$ cat src/hw/uart_scon_defines.svh
// Register offsets, field positions, reset values and timing counts for the serial port
`ifndef UART_SCON_DEFINES_SVH
`define UART_SCON_DEFINES_SVH

// Special-function addresses
`define SCON_ADDR 8'h98
`define SBUF_ADDR 8'h99

// Control register reset value (bit 6 always reads 1)
`define SCON_RESET 8'h40

// Control register field positions
`define SCON_MODE 3'h7
`define SCON_ONE 3'h6
`define SCON_MCE 3'h5
`define SCON_REN 3'h4
`define SCON_TB8 3'h3
`define SCON_RB8 3'h2
`define SCON_TI 3'h1
`define SCON_RI 3'h0

// Baud timer overflow value (8-bit auto-reload)
`define TMR_TOP 8'hff

// Data bits per frame, less one
`define LAST_DATA_BIT 3'h7

`endif

$ cat src/hw/uart_scon_pkg.sv
// Types shared by the serial port control logic
package uart_scon_pkg;

	// Transmit sequencer states
	typedef enum logic [2:0] {TX_IDLE, TX_START, TX_DATA, TX_NINTH, TX_STOP} tx_state_t;

	// Receive sequencer states
	typedef enum logic [2:0] {RX_IDLE, RX_START, RX_DATA, RX_NINTH, RX_STOP} rx_state_t;

	// Register byte and bus address
	typedef logic [7:0] sfr_byte_t;

endpackage

$ cat src/hw/uart_serial_control.sv
// Serial port control/status register, data buffer, baud timers and frame engines
//
// How it works
// - Bit 7 selects 8-bit or 9-bit frames
// - Bit 6 reads one, writes ignored
// - 8-bit: filter needs stop bit high
// - 9-bit: filter needs ninth bit high
// - Reception starts only while bit 4 set
// - 9-bit mode sends bit 3 ninth
// - Accepted frame loads stop/ninth into bit 2
// - Transmit flag set at stop bit start
// - Receive flag set at stop sampling
// - Receive flag requests interrupt when enabled
// - Hardware never clears either flag
// - Control register at 0x98, bit access
// - Start, eight data LSB first, ninth bit in 9-bit mode, stop
// - Load only while receive flag clear
// - Bit time is two timer overflows
// - Buffer write sends, read returns receive
`timescale 1ns/1ps
`default_nettype none
`include "uart_scon_defines.svh"

module uart_serial_control (
	// Clock and reset
	input wire logic I_CORE_CLK,
	input wire logic I_RST_N,
	// Special-function register bus
	input wire uart_scon_pkg::sfr_byte_t I_SFR_ADDR,
	input wire logic I_SFR_WR,
	input wire logic I_SFR_RD,
	input wire uart_scon_pkg::sfr_byte_t I_SFR_WDATA,
	input wire logic I_SFR_BIT_WR,
	input wire logic [2:0] I_SFR_BIT_SEL,
	input wire logic I_SFR_BIT_VAL,
	output logic [7:0] O_SFR_RDATA,
	output logic O_TX_READY,
	// Baud timer interface
	input wire logic I_T1_TICK,
	input wire uart_scon_pkg::sfr_byte_t I_BAUD_RELOAD,
	// Interrupt controller
	input wire logic I_INT_EN,
	output logic O_IRQ,
	// Serial pins
	input wire logic I_RX,
	output logic O_TX
);
	import uart_scon_pkg::*;

	////////////////////////////////////////////////////////////////////////////////
	// Declarations

	logic [7:0] ctl_r, ctl_nxt; // Control register
	logic [7:0] rdata_r, rdata_nxt; // Read data
	logic irq_r, irq_nxt; // Interrupt request
	logic [7:0] tmr_tx_r, tmr_tx_nxt; // Transmit baud timer
	logic [7:0] tmr_rx_r, tmr_rx_nxt; // Receive copy of baud timer
	logic ph_tx_r, ph_tx_nxt; // Transmit divide-by-two phase
	logic ph_rx_r, ph_rx_nxt; // Receive divide-by-two phase
	logic [7:0] buf_mem_r [2]; // Two-entry transmit buffer
	logic [7:0] buf_mem_nxt [2];
	logic buf_wp_r, buf_wp_nxt; // Buffer write pointer
	logic buf_rp_r, buf_rp_nxt; // Buffer read pointer
	logic [1:0] buf_cnt_r, buf_cnt_nxt; // Buffer fill level
	logic tx_rdy_r, tx_rdy_nxt; // Buffer can accept a write
	tx_state_t tx_st_r, tx_st_nxt; // Transmit sequencer
	logic [7:0] tx_sh_r, tx_sh_nxt; // Transmit shifter
	logic [2:0] tx_bit_r, tx_bit_nxt; // Transmit data bit count
	logic tx_pin_r, tx_pin_nxt; // Transmit pin
	rx_state_t rx_st_r, rx_st_nxt; // Receive sequencer
	logic [7:0] rx_sh_r, rx_sh_nxt; // Receive shifter
	logic [2:0] rx_bit_r, rx_bit_nxt; // Receive data bit count
	logic rx_n9_r, rx_n9_nxt; // Received ninth bit
	logic [7:0] rx_buf_r, rx_buf_nxt; // Receive latch
	logic rx_prev_r; // Last receive pin level
	logic tx_ovf, rx_ovf; // Timer overflows
	logic tx_tick, rx_samp; // Bit boundary and sample point
	logic start_det; // Falling edge on the receive pin
	logic push, pop; // Buffer moves
	logic set_ti, set_ri, load_rb8; // Hardware events
	logic rb8_val; // Value for bit 2 on acceptance
	logic ctl_sel, buf_sel; // Address decode

	assign ctl_sel = (I_SFR_ADDR == `SCON_ADDR);
	assign buf_sel = (I_SFR_ADDR == `SBUF_ADDR);

	////////////////////////////////////////////////////////////////////////////////
	// Baud timers

	// Overflow and bit-rate strobes from the two timers
	always_comb begin
		tx_ovf = I_T1_TICK && (tmr_tx_r == `TMR_TOP);
		rx_ovf = I_T1_TICK && (tmr_rx_r == `TMR_TOP);
		tx_tick = tx_ovf && ph_tx_r;
		// Sample the first overflow after the start edge, then every second one
		rx_samp = rx_ovf && !ph_rx_r;
		start_det = (rx_st_r == RX_IDLE) && ctl_r[`SCON_REN] && rx_prev_r && !I_RX;
		tmr_tx_nxt = tmr_tx_r;
		ph_tx_nxt = ph_tx_r;
		tmr_rx_nxt = tmr_rx_r;
		ph_rx_nxt = ph_rx_r;
		if (I_T1_TICK) begin
			tmr_tx_nxt = tx_ovf ? I_BAUD_RELOAD : tmr_tx_r + 8'h01;
			tmr_rx_nxt = rx_ovf ? I_BAUD_RELOAD : tmr_rx_r + 8'h01;
		end
		if (tx_ovf) begin
			ph_tx_nxt = !ph_tx_r;
		end
		if (rx_ovf) begin
			ph_rx_nxt = !ph_rx_r;
		end
		// Start edge forces a receive reload so reception is free of the transmit phase
		if (start_det) begin
			tmr_rx_nxt = I_BAUD_RELOAD;
			ph_rx_nxt = 1'b0;
		end
	end

	// Timer registers
	always_ff @(posedge I_CORE_CLK) begin
		if (!I_RST_N) begin
			tmr_tx_r <= 8'h00;
			tmr_rx_r <= 8'h00;
			ph_tx_r <= 1'b0;
			ph_rx_r <= 1'b0;
			rx_prev_r <= 1'b1;
		end else begin
			tmr_tx_r <= tmr_tx_nxt;
			tmr_rx_r <= tmr_rx_nxt;
			ph_tx_r <= ph_tx_nxt;
			ph_rx_r <= ph_rx_nxt;
			rx_prev_r <= I_RX;
		end
	end

	////////////////////////////////////////////////////////////////////////////////
	// Transmit buffer and sequencer

	// Two entries let software queue the next byte while one is on the wire
	always_comb begin
		// Buffer write queues a byte to send
		push = I_SFR_WR && buf_sel && (buf_cnt_r != 2'h2);
		pop = (tx_st_r == TX_IDLE) && (buf_cnt_r != 2'h0);
		buf_mem_nxt = buf_mem_r;
		buf_wp_nxt = buf_wp_r ^ push;
		buf_rp_nxt = buf_rp_r ^ pop;
		buf_cnt_nxt = buf_cnt_r + {1'b0, push} - {1'b0, pop};
		if (push) begin
			buf_mem_nxt[buf_wp_r] = I_SFR_WDATA;
		end
		// Writes while full are dropped, so the source must watch O_TX_READY
		tx_rdy_nxt = (buf_cnt_nxt != 2'h2);
		tx_st_nxt = tx_st_r;
		tx_sh_nxt = tx_sh_r;
		tx_bit_nxt = tx_bit_r;
		tx_pin_nxt = tx_pin_r;
		set_ti = 1'b0;
		case (tx_st_r)
			TX_IDLE: begin
				if (pop) begin
					tx_sh_nxt = buf_mem_r[buf_rp_r];
					tx_pin_nxt = 1'b0;
					tx_st_nxt = TX_START;
				end
			end
			TX_START: begin
				if (tx_tick) begin
					tx_pin_nxt = tx_sh_r[0];
					tx_bit_nxt = 3'h0;
					tx_st_nxt = TX_DATA;
				end
			end
			TX_DATA: begin
				// Shift out least significant bit first
				if (tx_tick) begin
					if (tx_bit_r == `LAST_DATA_BIT) begin
						if (ctl_r[`SCON_MODE]) begin
							// Ninth bit from control bit 3
							tx_pin_nxt = ctl_r[`SCON_TB8];
							tx_st_nxt = TX_NINTH;
						end else begin
							// Flag at start of stop bit
							tx_pin_nxt = 1'b1;
							set_ti = 1'b1;
							tx_st_nxt = TX_STOP;
						end
					end else begin
						tx_sh_nxt = {1'b0, tx_sh_r[7:1]};
						tx_pin_nxt = tx_sh_r[1];
						tx_bit_nxt = tx_bit_r + 3'h1;
					end
				end
			end
			TX_NINTH: begin
				// Flag at start of stop bit
				if (tx_tick) begin
					tx_pin_nxt = 1'b1;
					set_ti = 1'b1;
					tx_st_nxt = TX_STOP;
				end
			end
			TX_STOP: begin
				if (tx_tick) begin
					tx_st_nxt = TX_IDLE;
				end
			end
			default: begin
				tx_pin_nxt = 1'b1;
				tx_st_nxt = TX_IDLE;
			end
		endcase
	end

	// Transmit registers
	always_ff @(posedge I_CORE_CLK) begin
		if (!I_RST_N) begin
			buf_mem_r[0] <= 8'h00;
			buf_mem_r[1] <= 8'h00;
			buf_wp_r <= 1'b0;
			buf_rp_r <= 1'b0;
			buf_cnt_r <= 2'h0;
			tx_rdy_r <= 1'b1;
			tx_st_r <= TX_IDLE;
			tx_sh_r <= 8'h00;
			tx_bit_r <= 3'h0;
			tx_pin_r <= 1'b1;
		end else begin
			buf_mem_r <= buf_mem_nxt;
			buf_wp_r <= buf_wp_nxt;
			buf_rp_r <= buf_rp_nxt;
			buf_cnt_r <= buf_cnt_nxt;
			tx_rdy_r <= tx_rdy_nxt;
			tx_st_r <= tx_st_nxt;
			tx_sh_r <= tx_sh_nxt;
			tx_bit_r <= tx_bit_nxt;
			tx_pin_r <= tx_pin_nxt;
		end
	end

	////////////////////////////////////////////////////////////////////////////////
	// Receive sequencer

	// Bits are sampled near mid-bit, one overflow after the start edge
	always_comb begin
		rx_st_nxt = rx_st_r;
		rx_sh_nxt = rx_sh_r;
		rx_bit_nxt = rx_bit_r;
		rx_n9_nxt = rx_n9_r;
		rx_buf_nxt = rx_buf_r;
		set_ri = 1'b0;
		load_rb8 = 1'b0;
		rb8_val = 1'b0;
		case (rx_st_r)
			RX_IDLE: begin
				if (start_det) begin
					rx_st_nxt = RX_START;
				end
			end
			RX_START: begin
				// A start bit that has gone high by mid-bit was a glitch
				if (rx_samp) begin
					rx_bit_nxt = 3'h0;
					rx_st_nxt = I_RX ? RX_IDLE : RX_DATA;
				end
			end
			RX_DATA: begin
				if (rx_samp) begin
					rx_sh_nxt = {I_RX, rx_sh_r[7:1]};
					rx_bit_nxt = rx_bit_r + 3'h1;
					if (rx_bit_r == `LAST_DATA_BIT) begin
						rx_st_nxt = ctl_r[`SCON_MODE] ? RX_NINTH : RX_STOP;
					end
				end
			end
			RX_NINTH: begin
				if (rx_samp) begin
					rx_n9_nxt = I_RX;
					rx_st_nxt = RX_STOP;
				end
			end
			RX_STOP: begin
				if (rx_samp) begin
					rx_st_nxt = RX_IDLE;
					rb8_val = ctl_r[`SCON_MODE] ? rx_n9_r : I_RX;
					// Filter on stop or ninth bit
					if (!ctl_r[`SCON_RI] && (!ctl_r[`SCON_MCE] || rb8_val)) begin
						set_ri = 1'b1;
						load_rb8 = 1'b1;
						rx_buf_nxt = rx_sh_r;
					end
				end
			end
			default: begin
				rx_st_nxt = RX_IDLE;
			end
		endcase
	end

	// Receive registers
	always_ff @(posedge I_CORE_CLK) begin
		if (!I_RST_N) begin
			rx_st_r <= RX_IDLE;
			rx_sh_r <= 8'h00;
			rx_bit_r <= 3'h0;
			rx_n9_r <= 1'b0;
			rx_buf_r <= 8'h00;
		end else begin
			rx_st_r <= rx_st_nxt;
			rx_sh_r <= rx_sh_nxt;
			rx_bit_r <= rx_bit_nxt;
			rx_n9_r <= rx_n9_nxt;
			rx_buf_r <= rx_buf_nxt;
		end
	end

	////////////////////////////////////////////////////////////////////////////////
	// Control register, read port and interrupt

	// Software writes first, hardware events applied on top
	always_comb begin
		ctl_nxt = ctl_r;
		if (I_SFR_WR && ctl_sel) begin
			ctl_nxt = I_SFR_WDATA;
		end else if (I_SFR_BIT_WR && ctl_sel) begin
			ctl_nxt[I_SFR_BIT_SEL] = I_SFR_BIT_VAL;
		end
		ctl_nxt[`SCON_ONE] = 1'b1;
		if (set_ti) begin
			ctl_nxt[`SCON_TI] = 1'b1;
		end
		if (set_ri) begin
			ctl_nxt[`SCON_RI] = 1'b1;
		end
		if (load_rb8) begin
			ctl_nxt[`SCON_RB8] = rb8_val;
		end
		rdata_nxt = rdata_r;
		if (I_SFR_RD) begin
			rdata_nxt = ctl_sel ? ctl_nxt : (buf_sel ? rx_buf_nxt : 8'h00);
		end
		irq_nxt = I_INT_EN && (ctl_nxt[`SCON_TI] || ctl_nxt[`SCON_RI]);
	end

	// Control registers
	always_ff @(posedge I_CORE_CLK) begin
		if (!I_RST_N) begin
			ctl_r <= `SCON_RESET;
			rdata_r <= 8'h00;
			irq_r <= 1'b0;
		end else begin
			ctl_r <= ctl_nxt;
			rdata_r <= rdata_nxt;
			irq_r <= irq_nxt;
		end
	end

	assign O_SFR_RDATA = rdata_r;
	assign O_IRQ = irq_r;
	assign O_TX = tx_pin_r;
	assign O_TX_READY = tx_rdy_r;
endmodule // uart_serial_control

`default_nettype wire

$ cat config.mk
export PLATFORM = sky130hd
export DESIGN_NAME = uart_serial_control
export DESIGN_NICKNAME = d
export VERILOG_FILES = /design/src/hw/uart_scon_pkg.sv /design/src/hw/uart_serial_control.sv
export VERILOG_INCLUDE_DIRS = /design/src /design/src/hw
export SDC_FILE = /design/constraint.sdc
export NUM_CORES = 1
export LEC_CHECK = 0
export ABC_AREA = 0
export BUFFER_PORTS_ARGS = -buffer_cell sky130_fd_sc_hd__buf_2
export CORE_MARGIN = 2
export CORE_UTILIZATION = 56
export DETAILED_ROUTE_END_ITERATION = 6
export PLACE_DENSITY_LB_ADDON = 0.15
export SLEW_MARGIN = 20
export SYNTH_ARGS = -nofsm -noshare
export SYNTH_HDL_FRONTEND = slang
export SYNTH_SLANG_ARGS = --single-unit
$ cat constraint.sdc
create_clock -name I_CORE_CLK -period 4.84 [get_ports I_CORE_CLK]
set_input_delay 0.484 -clock I_CORE_CLK [delete_from_list [all_inputs] [get_ports I_CORE_CLK]]
set_output_delay 0.484 -clock I_CORE_CLK [all_outputs]
set_load 0.005 [all_outputs]
# Yosys cells after proc, flatten, opt, wreduce, memory -nomap -nowiden

Index checks and enable logic that the tools add are counted.

$add $sub $neg: 6
Magnitude comparators: 5
Equal/unequal tests: 29
Mux-type cells: 66
Bitwise operators: 6
Reductions and logical operators: 39

Operators with widths:

| operator              | number |
|---|---|
| $mux W8               | 18 |
| $mux W3               | 16 |
| $eq A8 B8 Y1 const B  | 4 |
| $ne A2 B2 Y1 const B  | 15 |
| $pmux W3 S5           | 2 |
| $mux W1               | 20 |
| $add A8 B1 Y8 const B | 2 |
| $bwmux W16            | 1 |
| $logic_and A1 B1 Y1   | 16 |
| $pmux W8 S2           | 1 |
| $eq A3 B2 Y1 const B  | 4 |
| $eq A3 B3 Y1 const B  | 4 |
| $pmux W3 S2           | 2 |
| $reduce_and A6 Y1     | 2 |
| $reduce_bool A2 Y1    | 5 |
| $bwmux W8             | 1 |
| $demux W8 S1          | 1 |
| $reduce_and A4 Y1     | 2 |
| $add A3 B1 Y3 const B | 2 |
| $eq A3 B1 Y1 const B  | 2 |
| $logic_not A3 Y1      | 2 |
| $logic_not A1 Y1      | 5 |
| $pmux W1 S5           | 1 |
| $reduce_and A5 Y1     | 1 |
| other kinds (16)      | 22 |

Bits in registers: 95
Input port bits: 36
Output and inout bits: 11
Word-level logic and storage cells: 175

# Depth between registers and ports, before layout

Depth in word-level cells: 10
Depth in mapped cells: 13

# Worst setup path after synthesis

OpenSTA, ideal clock, no wires.

Path type: input to register
Start point: input port I_SFR_ADDR[2]
End point: register tx_rdy_r, in the netlist O_TX_READY
Arrival: 2.351 ns
Data required time: 4.719 ns
Setup slack: 2.368 ns
Cell stages on the path: 13
Cells stage by stage: and4bb_2 > and2_1 > buf_2 > nand2_1 > nor2_1 > inv_1 > ha_1 > inv_1 > ha_1 > xor2_1 > and2_1 > nor3_1 > nand2b_1

Word-level cells in the longest chain between the ends: 6

RTL lines:

| item                             | RTL line                   | RTL |
|---|---|---|
| from (decl)                      | uart_serial_control.sv:29  | `input wire uart_scon_pkg::sfr_byte_t I_SFR_ADDR,` |
| $eq A8 B8 Y1 (no line)           | -                          |  |
| $logic_and A1 B1 Y1 (2 in a row) | uart_serial_control.sv:142 | `push = I_SFR_WR && buf_sel && (buf_cnt_r != 2'h2);` |
| $add A2 B1 Y2                    | uart_serial_control.sv:147 | `buf_cnt_nxt = buf_cnt_r + {1'b0, push} - {1'b0, pop};` |
| $sub A2 B1 Y2                    | uart_serial_control.sv:147 |  |
| $ne A2 B2 Y1                     | uart_serial_control.sv:152 | `tx_rdy_nxt = (buf_cnt_nxt != 2'h2);` |
| to (signal assigned)             | uart_serial_control.sv:232 | `tx_rdy_r <= tx_rdy_nxt;` |
| to (decl)                        | uart_serial_control.sv:65  | `logic tx_rdy_r, tx_rdy_nxt;` |

No other way between the ends.
A chain may end at the register's enable or synchronous reset.

# Final worst setup path

Start point: register tmr_rx_r[0]
End point: register rx_sh_r[2]

Word-level cells in the longest chain between the ends: 4

RTL lines:

| item                        | RTL line                   | RTL |
|---|---|---|
| from (decl)                 | uart_serial_control.sv:57  | `logic [7:0] tmr_rx_r, tmr_rx_nxt;` |
| from (signal assigned)      | uart_serial_control.sv:129 | `tmr_rx_r <= tmr_rx_nxt;` |
| $eq A8 B8 Y1 (no line)      | -                          |  |
| $logic_and A1 B1 Y1         | uart_serial_control.sv:93  | `` rx_ovf = I_T1_TICK && (tmr_rx_r == `TMR_TOP); `` |
| $logic_and A1 B1 Y1         | uart_serial_control.sv:96  | `rx_samp = rx_ovf && !ph_rx_r;` |
| $reduce_and A2 Y1 (no line) | -                          |  |
| to (signal assigned)        | uart_serial_control.sv:309 | `rx_sh_r <= rx_sh_nxt;` |
| to (decl)                   | uart_serial_control.sv:71  | `logic [7:0] rx_sh_r, rx_sh_nxt;` |

No other way between the ends.

==> results by group <==
Layout
  • Cell area after layout: 5110 um2
  • Fill cells: 700
  • FF+latch area: 1880 um2
  • Layout cells sized above 1: 0.137
  • Area delta synth->final: 8.32%
  • N_diodes: 0
  • Fin cells: 674
  • Area of the multi-input gates: 2600 um2
  • Final nets: 610

Drt
  • Total Wirelength: 10.5 mm
  • Vias: 4011
  • Avg WL per Cell: 15.6 um
  • Initial DRT Pass Iterations: 5
  • Post-route DRC: 0
  • DR vias/cell: 5.95
  • DR iter-0 viols: 154
  • Final ANT Viol Nets: 0

STA
  • Final Hold Viols: 0
  • Final Skew: 0.0113 ns
  • Setup_tns: 0 ns
  • Final setup fails: 0
  • Slew Viols, Final: 0
  • Maximum clock frequency: 0.387 GHz
  • Final period util: 0.534
  • Worst-Margin Slew: 0.720 ns
  • Setup ws final: 2.25 ns
  • RSZ-0062 raised after global routing: no
  • Max_slew headroom: 0.516
  • Final min period: 2.59 ns

Clock tree
  • Worst-case clock buffer depth: 2
  • Resized Gates After CTS: 0
  • TritonCTS clock tree: yes
  • Setup bufs post-CTS: 0
  • CTS Buf Count: 9
  • Clock slew seen by the registers of the worst setup and hold paths: 0.10 ns
  • CTS Hold Bufs: 0
  • Sink Count: 94
  • H-tree levels: 3
  • Worst skew pair latency: 0.37 ns
  • Root buffer cell: clkbuf_8

Yosys
  • Post-synth top area share: 0.399
  • Synthesis Warnings: 0
  • Top FF cell, synth: dfxtp_1
  • Synthesized net count: 584
  • Count leader, synth: dfxtp_1
  • Synthesized area: 4720 um2
  • Post-synth ARST share: 0
  • Cells after Synth: 538
  • Top post-synthesis cells by count: dfxtp_1, nor2_1, mux2i_1
  • Seq cells post-synth: 94
  • Mean Syn Cell Area: 8.77 um2
  • Post-synth top area cell: dfxtp_1
  • Top post-synthesis cells by area: dfxtp_1, mux2i_1, nor2_1, a21oi_1, ha_1
  • Post-synth EDFFs: 0
  • Sequential fraction of the synthesis area: 0.399
  • Distinct cell type count of the synthesized netlist: 76

Power and ir drop
  • Largest vdd supply drop: 0.200 mV
  • PD cells: 315 nW/um2
  • Overall power: 1.61 mW
  • Leakage: 2.02 nW

GRT
  • Gr usage total: 0.245
  • Initial antenna violation count: 0
  • GRT overflow: 0
  • Vias in the first global route: 3724
  • Global-route wire length before repair: 17.7 mm
  • Pin count of the biggest net entering global routing: 39

Floorplan
  • Die width: 95.8 um
  • Die area: 9180 um2
  • Core Box Area: 8180 um2
  • Row count: 33
  • I/O pins: 47
  • Die span in y: 95.8 um
  • Starting density of the core: 0.577

Worst setup path
  • R2R setup slack: 2.25 ns
  • Arr. time, crit path: 2.82 ns
  • WS Path Type: reg2reg
  • Crit path max fanout: 9
  • WP data required: 5.08 ns
  • Worst Setup End Kind: register
  • Startpoint Class: register

Placed design
  • Worst slack, placed: 2.03 ns
  • PortBufs: 46
  • Placed cells: 658
  • DP HPWL: 7.60 mm
  • Routability Congestion: 0.905
  • Cell Area, Placed: 4890 um2

Worst hold path
  • HP Class: in2reg

Flow run
  • Max Cap Viol: 0

Status
  • Status: finished, final reports clean
## final cells by class
cell class              instances  area share
clock buffers                  10      0.0250
clock inverters                 6      0.0184
inverters                      12     0.00881
multi-input cells             400       0.508
flip-flops and latches         94       0.368
well taps                     105      0.0257
repair buffers                 47      0.0465
## critical path, cell delays in order (launching register included)
cell	delay (ns)
dfxtp_1	0.41
ha_1	0.25
nand4_1	0.23
nor4_1	0.60
nand3b_1	0.58
mux2i_1	0.34
nor2_1	0.05
## registers in the layout, summed over array words and instances (netlist names), 2 cells and up
| register | count |
|---|---|
| buf_mem_r | 16 |
| O_SFR_RDATA | 8 |
| rx_buf_r | 8 |
| rx_sh_r | 8 |
| tmr_rx_r | 8 |
| tmr_tx_r | 8 |
| tx_sh_r | 8 |
| ctl_r | 7 |
| rx_bit_r | 3 |
| rx_st_r | 3 |
| tx_bit_r | 3 |
| tx_st_r | 3 |
| buf_cnt_r | 2 |
## power breakdown
group	total [mW]	internal, mW	switching [mW]
registers	0.824	0.795	0.0291
logic	0.204	0.0967	0.107
clock network	0.586	0.296	0.290
total	1.61	1.19	0.426
## cells by family (layout without fill, tap and decap cells)
kind of cell / after synthesis / in the layout / synth area share
adders and majority gates: 10 / 10 / 0.0265
and+or+nand+nor: 210 / 210 / 0.226
DFF: 94 / 94 / 0.399
buffers and inverters: 44 / 75 / 0.0514
muxes: 47 / 47 / 0.0999
xor gates and xnor gates: 4 / 4 / 0.00742
AOI/OAI and AO/OA: 129 / 129 / 0.190
## metrics by stage
step           hold slack (ns)   util
5_1_grt                  0.379  0.625
4_1_cts                  0.382  0.625
6_report                 0.390  0.625
2_1_floorplan            0.442      -
3_5_place_dp             0.444  0.598
3_3_place_gp             0.439  0.598
## per-layer routing
metal,GRT usage,wire (um)
met5,0,0
met3,0.0368,399
met2,0.415,5070
met1,0.321,4880
met4,0.0798,183
## cell usage in the layout, fill, tap and decap left out, types with 10 or more instances in the layout
cell,instances
dfxtp_1,94
nor2_1,80
mux2i_1,46
buf_2,46
a21oi_1,39
nand2_1,29
o21ai_0,24
nand3_1,19
nand2b_1,13
nor3_1,13
inv_1,11
ha_1,10
## final timing paths
path | start | endpoint | depth (start not counted)
max | tmr_rx_r[0] | rx_sh_r[2] | 6
min | I_BAUD_RELOAD[4] | tmr_tx_r[4] | 3
max reg2reg | tmr_rx_r[0] | rx_sh_r[2] | 6
min reg2reg | O_SFR_RDATA[2] | O_SFR_RDATA[2] | 2
No activity file was read; power rests on OpenSTA's default activity.
